**src/sys_reset_ctrl_regs.vh**
```
`ifndef SYS_RESET_CTRL_REGS_VH
`define SYS_RESET_CTRL_REGS_VH
// ----------------------------------------
// register offsets
// ----------------------------------------
`define ADDR_CTRL 8'h00
`define ADDR_STATUS 8'h04
`define ADDR_CAUSE 8'h08
`define ADDR_PROT 8'h0c
// ----------------------------------------
// control fields
// ----------------------------------------
`define CTRL_DPD_REQ 0
`define CTRL_DPD_LOCK 1
`define CTRL_IRQ_SEL 2
`define CTRL_RST_SEL 3
`define CTRL_RST_EN 4
`define CTRL_RESET 8'h00
// ----------------------------------------
// cause bits
// ----------------------------------------
`define CAUSE_PIN 0
`define CAUSE_WDT 1
`define CAUSE_POR 2
`define CAUSE_DROOP 3
// ----------------------------------------
// protection patterns and levels
// ----------------------------------------
`define PROT_PAT_L1 32'h12345678
`define PROT_PAT_L2 32'h87654321
`define PROT_PAT_L3 32'h43218765
`define PROT_NONE 2'h0
`define PROT_L1 2'h1
`define PROT_L2 2'h2
`define PROT_L3 2'h3
// ----------------------------------------
// timing
// ----------------------------------------
`define CLK_PERIOD_PS 8000
`define RST_PULSE_MIN_PS 50000
`define RST_PULSE_CYC ((`RST_PULSE_MIN_PS + `CLK_PERIOD_PS - 1) / `CLK_PERIOD_PS)
`define BOOT_VECTOR 32'h00000000
`endif

```
**src/sys_reset_ctrl.v**
```verilog
// Our own choices: the register addresses and the address-and-strobe port.
`timescale 1ns/1ps
`include "sys_reset_ctrl_regs.vh"
module sys_reset_ctrl #(
	parameter RST_FILT = `RST_PULSE_CYC
) (
	input wire clk_sys,
	input wire reset,
	input wire [7:0] addr,
	input wire [31:0] wdata,
	input wire wr,
	input wire rd,
	output reg [31:0] rdata,
	input wire reset_pin_n,
	input wire reset_function_pin,
	input wire deep_sleep_wake_pin,
	input wire rtc_wake,
	input wire wdt_reset,
	input wire por,
	input wire droop_below_irq_lo,
	input wire droop_below_irq_hi,
	input wire droop_below_rst_lo,
	input wire droop_below_rst_hi,
	input wire [31:0] prot_word,
	input wire prot_word_valid,
	input wire test_reset,
	output reg chip_reset,
	output reg internal_rc_osc_start,
	output reg flash_ctrl_init,
	output reg [31:0] fetch_addr,
	output reg deep_pd,
	output reg droop_irq,
	output reg swd_enable,
	output reg scan_enable,
	output reg isp_enable,
	output reg isp_pin_entry_enable,
	output reg isp_partial_ok,
	output reg isp_sector0_ok,
	output reg isp_full_erase_ok,
	output reg app_flash_calls_enable
);
// ----------------------------------------
// state
// ----------------------------------------
reg [7:0] ctrl;
reg [3:0] cause;
reg [1:0] level;
reg [7:0] pin_cnt;
reg pin_rst;
reg scan_mode;
reg [1:0] rst_sync;
wire pin_ok;
wire droop_irq_now;
wire droop_rst_now;
wire any_src;
wire [3:0] src_vec;
assign pin_ok = reset_function_pin & ~deep_pd;
function pick_level;
	input sel;
	input lo;
	input hi;
	begin
		pick_level = sel ? hi : lo;
	end
endfunction
assign droop_irq_now = pick_level(ctrl[`CTRL_IRQ_SEL],
	droop_below_irq_lo, droop_below_irq_hi);
assign droop_rst_now = ctrl[`CTRL_RST_EN] &
	pick_level(ctrl[`CTRL_RST_SEL],
	droop_below_rst_lo, droop_below_rst_hi);
assign src_vec = {droop_rst_now, por, wdt_reset, pin_rst};
assign any_src = |src_vec;
// ----------------------------------------
// reset pin filter
// ----------------------------------------
always @(posedge clk_sys) begin
	if (reset | ~pin_ok | reset_pin_n) begin
		pin_cnt <= 8'h00;
		pin_rst <= 1'b0;
	end else if (pin_cnt < RST_FILT[7:0] - 8'h01) begin
		pin_cnt <= pin_cnt + 8'h01;
	end else begin
		pin_rst <= 1'b1;
	end
end
// ----------------------------------------
// reset merge
// ----------------------------------------
always @(posedge clk_sys) begin
	if (reset | any_src) begin
		rst_sync <= 2'b11;
	end else begin
		rst_sync <= {rst_sync[0], 1'b0};
	end
end
always @(posedge clk_sys) begin
	if (reset) begin
		chip_reset <= 1'b1;
	end else begin
		chip_reset <= rst_sync[1] | any_src;
	end
end

always @(posedge clk_sys) begin
	if (reset) begin
		internal_rc_osc_start <= 1'b1;
	end else begin
		internal_rc_osc_start <= any_src | rst_sync[1] |
			internal_rc_osc_start;
	end
end

always @(posedge clk_sys) begin
	if (reset) begin
		flash_ctrl_init <= 1'b1;
	end else begin
		flash_ctrl_init <= any_src | rst_sync[1];
	end
end

always @(posedge clk_sys) begin
	if (reset) begin
		fetch_addr <= `BOOT_VECTOR;
	end else if (chip_reset) begin
		fetch_addr <= `BOOT_VECTOR;
	end
end
// ----------------------------------------
// deep power-down
// ----------------------------------------
always @(posedge clk_sys) begin
	if (reset | chip_reset) begin
		deep_pd <= 1'b0;
	end else if (deep_pd) begin
		if (~deep_sleep_wake_pin | rtc_wake) begin
			deep_pd <= 1'b0;
		end
	end else if (wr && addr == `ADDR_CTRL && wdata[`CTRL_DPD_REQ] &&
		!ctrl[`CTRL_DPD_LOCK]) begin
		deep_pd <= 1'b1;
	end
end
// ----------------------------------------
// registers
// ----------------------------------------
always @(posedge clk_sys) begin
	if (reset) begin
		ctrl <= `CTRL_RESET;
	end else if (wr && addr == `ADDR_CTRL) begin
		ctrl <= {wdata[7:1], 1'b0};
	end
end

always @(posedge clk_sys) begin
	if (reset) begin
		cause <= 4'h0;
	end else if (wr && addr == `ADDR_CAUSE) begin
		cause <= (cause & ~wdata[3:0]) | src_vec;
	end else begin
		cause <= cause | src_vec;
	end
end
always @(posedge clk_sys) begin
	if (reset) begin
		rdata <= 32'h00000000;
	end else if (rd) begin
		case (addr)
		`ADDR_CTRL: rdata <= {24'h000000, ctrl};
		`ADDR_STATUS: rdata <= {28'h0000000, deep_pd, scan_mode,
			droop_rst_now, droop_irq_now};
		`ADDR_CAUSE: rdata <= {28'h0000000, cause};
		`ADDR_PROT: rdata <= {30'h00000000, level};
		default: rdata <= 32'h00000000;
		endcase
	end else begin
		rdata <= 32'h00000000;
	end
end
// ----------------------------------------
// protection level
// ----------------------------------------
function [1:0] prot_decode;
	input [31:0] w;
	begin
		case (w)
		`PROT_PAT_L1: prot_decode = `PROT_L1;
		`PROT_PAT_L2: prot_decode = `PROT_L2;
		`PROT_PAT_L3: prot_decode = `PROT_L3;
		default: prot_decode = `PROT_NONE;
		endcase
	end
endfunction

always @(posedge clk_sys) begin
	if (reset) begin
		level <= `PROT_NONE;
	end else if (chip_reset && prot_word_valid) begin
		level <= prot_decode(prot_word);
	end
end
// ----------------------------------------
// test port scan mode
// ----------------------------------------
always @(posedge clk_sys) begin
	if (reset) begin
		scan_mode <= 1'b0;
	end else if (test_reset) begin
		scan_mode <= 1'b0;
	end else if (!reset_pin_n) begin
		scan_mode <= 1'b1;
	end
end
// ----------------------------------------
// level decode
// ----------------------------------------
function lvl_open;
	input [1:0] lv;
	begin
		lvl_open = (lv == `PROT_NONE);
	end
endfunction

function lvl_sealed;
	input [1:0] lv;
	begin
		lvl_sealed = (lv == `PROT_L3);
	end
endfunction

function lvl_partial;
	input [1:0] lv;
	begin
		lvl_partial = (lv == `PROT_NONE) || (lv == `PROT_L1);
	end
endfunction

// ----------------------------------------
// next values
// ----------------------------------------
reg next_droop_irq;
reg next_swd_enable;
reg next_scan_enable;
reg next_isp_enable;
reg next_isp_pin_entry;
reg next_isp_partial;
reg next_isp_sector0;
reg next_isp_full_erase;
reg next_app_calls;

always @* begin
	next_droop_irq = droop_irq_now;
	next_swd_enable = 1'b1;
	if (chip_reset) begin
		next_swd_enable = 1'b0;
	end
	if (!reset_pin_n) begin
		next_swd_enable = 1'b0;
	end
	if (scan_mode) begin
		next_swd_enable = 1'b0;
	end
	if (!lvl_open(level)) begin
		next_swd_enable = 1'b0;
	end
	next_scan_enable = scan_mode;
	next_isp_enable = !lvl_sealed(level);
	next_isp_pin_entry = !lvl_sealed(level);
	next_isp_partial = lvl_partial(level);
	next_isp_sector0 = lvl_open(level);
	next_isp_full_erase = !lvl_sealed(level);
	next_app_calls = 1'b1;
end

// ----------------------------------------
// output registers
// ----------------------------------------
always @(posedge clk_sys) begin
	if (reset) begin
		droop_irq <= 1'b0;
	end else begin
		droop_irq <= next_droop_irq;
	end
end

always @(posedge clk_sys) begin
	if (reset) begin
		swd_enable <= 1'b0;
	end else begin
		swd_enable <= next_swd_enable;
	end
end

always @(posedge clk_sys) begin
	if (reset) begin
		scan_enable <= 1'b0;
	end else begin
		scan_enable <= next_scan_enable;
	end
end

always @(posedge clk_sys) begin
	if (reset) begin
		isp_enable <= 1'b0;
	end else begin
		isp_enable <= next_isp_enable;
	end
end

always @(posedge clk_sys) begin
	if (reset) begin
		isp_pin_entry_enable <= 1'b0;
	end else begin
		isp_pin_entry_enable <= next_isp_pin_entry;
	end
end

always @(posedge clk_sys) begin
	if (reset) begin
		isp_partial_ok <= 1'b0;
	end else begin
		isp_partial_ok <= next_isp_partial;
	end
end

always @(posedge clk_sys) begin
	if (reset) begin
		isp_sector0_ok <= 1'b0;
	end else begin
		isp_sector0_ok <= next_isp_sector0;
	end
end

always @(posedge clk_sys) begin
	if (reset) begin
		isp_full_erase_ok <= 1'b0;
	end else begin
		isp_full_erase_ok <= next_isp_full_erase;
	end
end

always @(posedge clk_sys) begin
	if (reset) begin
		app_flash_calls_enable <= 1'b0;
	end else begin
		app_flash_calls_enable <= next_app_calls;
	end
end
endmodule

```
**config.mk**
```make
export PLATFORM = sky130hd
export DESIGN_NAME = sys_reset_ctrl
export DESIGN_NICKNAME = d
export VERILOG_FILES = /design/src/sys_reset_ctrl.v
export VERILOG_INCLUDE_DIRS = /design/src
export SDC_FILE = /design/constraint.sdc
export NUM_CORES = 1
export LEC_CHECK = 0
export ABC_AREA = 1
export BUFFER_PORTS_ARGS = -buffer_cell sky130_fd_sc_hd__buf_4
export CORE_UTILIZATION = 30
export CTS_CLUSTER_SIZE = 40
export DETAILED_ROUTE_END_ITERATION = 10
export PLACE_DENSITY = 0.61
export SLEW_MARGIN = 5
export SYNTH_ARGS = -nofsm -noshare
export SYNTH_HDL_FRONTEND = slang
export SYNTH_SLANG_ARGS = --single-unit
```
**constraint.sdc**
```tcl
create_clock -name clk_sys -period 1.1 [get_ports clk_sys]
set_input_delay 0 -clock clk_sys [delete_from_list [all_inputs] [get_ports clk_sys]]
set_output_delay 0 -clock clk_sys [all_outputs]
set_load 0.02 [all_outputs]
```
==> metrics.csv <==
metric,value,unit
outcome,completed,
worstPathRequired,1270,ps
grt_pass1_wl,8950,um
viasPerCell,3.99,
clk_latency,290,ps
htreeDepth,2,
pwr_density_cell,1010,nW/um2
cts_made_buffers,5,
final_nets,567,
hold_viol,0,
syn_to_final_growth,31.9,%
synthTopCellsByArea,"dfxtp_1, buf_4, nand2_1",
grt_pass1_vias,2058,
path_buf_inv,1,
drcViolationCount,0,
yosys.area.top_type,dfxtp_1,
die_w,93.1,um
power.share.combinational,19.2,%
post-place-ws,-170,ps
fill_cells,832,
synthCells,376,
rr_worst_depth,5,
cpPeakStageDelay,360,ps
yosysMostFrequentCell,nand2_1,
synth_edf_count,0,
ys_ff_latch,43,
ys_async_sr_fraction,0,%
dp_cells,562,
clockBufferDepth,2,
worst_slack,29.2,ps
wire_per_inst,9.65,um
synth_top_area_share,34.6,%
instances_no_fill,581,
io_pins,165,
grt_use_total,12.9,%
clk_transition_reported_paths,70,ps
yosys-top-cells-count,"nand2_1, inv_1, buf_4",
n_antenna_cell,0,
arrival,1250,ps
pwr-share-clk,32.3,%
drive_above_1_share,25.5,%
tns,0,ps
finalCritPeriodShare,97.3,%
core_area,7890,um2
hold_class,input port to register,
setup_viol,0,
skew,2.52,ps
syn_area_per_cell,6.62,um2
grt_max_degree,14,
cp_max_fo,4,
start_util,31.5,%
critPathCaptureType,register,
slew_viol_final,0,
utilization,41.6,%
fp.dieH,93.1,um
ir_drop,0.000377,V
cp-start-kind,register,
cp_top_family,simple AND/OR/NAND/NOR gates,
via_count,2321,
post-dp-hpwl,4530,um
drv_cap,0,
cts_root_buf,clkbuf_8,
synth_area,2490,um2
globalRouteOverflowTotal,0,
num_rows,32,
fmax,934,MHz
switching_share,27.0,%
ant_nets,0,
slowest_stage,dfxtp_2,
min_delay_path_depth,4,
leakage,1.67,nW
io_buffer_count,84,
wl,5600,um
cts_tree,built,
p_seq_share,48.5,%
p_sw,0.891,mW
crit_cells,5,
die_area,8660,um2
ys_warn_count,0,
finalCriticalPeriod,1070,ps
first_pass_iters,4,
crit_type,register to register,
drt_iter0_drc,51,
place.gp.congestion,0.835,
crit_chain,inv_2 > o21ai_4 > nand4_1 > nor2_2 > nand3b_1,
p_int,2.41,mW
rsz0062_at_grt,yes,
synth_ff_type,dfxtp_1,
antenna_found_initial,0,
cts_setup_buffers,0,
clock-sinks,43,
ys_seq_area_share,34.6,%
synth_cell_type_count,27,
worst register-to-register path: stages (launching register included):
cell,delay (ps)
dfxtp_2,360
inv_2,60
o21ai_4,140
nand4_1,120
nor2_2,180
nand3b_1,100
power by group through the flow:
stage                     Sequential (mW)  Clock, mW  Combinational [mW]
after floorplan                      1.65          0               0.473
after global placement               1.63          0               0.586
after detailed placement             1.63          0               0.594
after CTS                            1.60       1.11               0.628
after global routing                 1.60       1.17               0.691
final                                1.60       1.07               0.633
per-layer routing:
layer / track usage (%) / vias up / routed length, um
li1: - / 1218 / -
met1: 14.3 / 992 / 2290
met2: 23.7 / 99 / 2820
met3: 3.01 / 12 / 399
met4: 5.26 / 0 / 99
met5: 0 / - / 0
cells by family (layout without fill, tap and decap cells):
family                     Yosys count  after routing  synth area share [%]
AOI/OAI and AO/OA                   25             25                  5.33
xor gates and xnor gates             1              1                 0.352
DFF                                 43             43                  34.6
buffers and inverters              125            173                  28.1
adders and majority gates            1              1                 0.503
other                                1             56                 0.151
and+or+nand+nor                    180            180                  31.0
cell usage in the layout, fill, tap and decap left out, drive strengths merged, types with 8 or more instances in the layout:
cell,synthesis,routed
a21oi,16,16
buf,60,90
clkbuf,1,8
conb,1,56
dfxtp,43,43
dlygate4sd3,0,11
inv,64,64
nand2,91,91
nand3,19,19
nor2,56,56
nor3,9,9
o21ai,9,9
metrics by stage:
step | power, mW | hold WS (ps) | cell area [um2]
3_5_place_dp | 2.23 | 173 | 3040
4_1_cts | 3.34 | 0.140 | 3260
6_report | 3.30 | 10.6 | 3280
2_1_floorplan | 2.12 | 71.6 | 2690
5_1_grt | 3.47 | 27.3 | 3280
3_3_place_gp | 2.22 | 173 | 3040
registers in the layout (all words and copies together), names as in the netlist, 2 cells and up:
name,flops
pin_cnt,8
rdata,8
ctrl,7
cause,4
level,2
rst_sync,2
worst paths after layout:
check | from | endpoint | slack [ps]
max | ctrl[3]$_SDFFE_PP0P_ | internal_rc_osc_start$_SDFF_PP1_ | 30
min | wdata[1] | cause[1]$_SDFF_PP0_ | 10
max reg2reg | ctrl[3]$_SDFFE_PP0P_ | internal_rc_osc_start$_SDFF_PP1_ | 30
min reg2reg | rst_sync[0]$_DFF_P_ | rst_sync[1]$_SDFF_PP1_ | 420
area by class of cell:
cell class / count / area (um2) / area share (%)
Inverter: 64 / 240 / 7.32
Multi-Input combinational cell: 263 / 1160 / 35.5
Tap cell: 102 / 128 / 3.89
Timing Repair Buffer: 101 / 786 / 24.0
Sequential cell: 43 / 863 / 26.3
Clock buffer: 8 / 100 / 3.05
repair_timing:
action / 4_1_cts / 5_1_grt
setup endpoints to repair: 4 / 8
hold buffers: 11 / 0
gates resized for setup: 3 / 10
endpoints found under the hold margin: 11 / 0
pin swaps: 0 / 7
No activity file was read; power rests on OpenSTA's default activity.
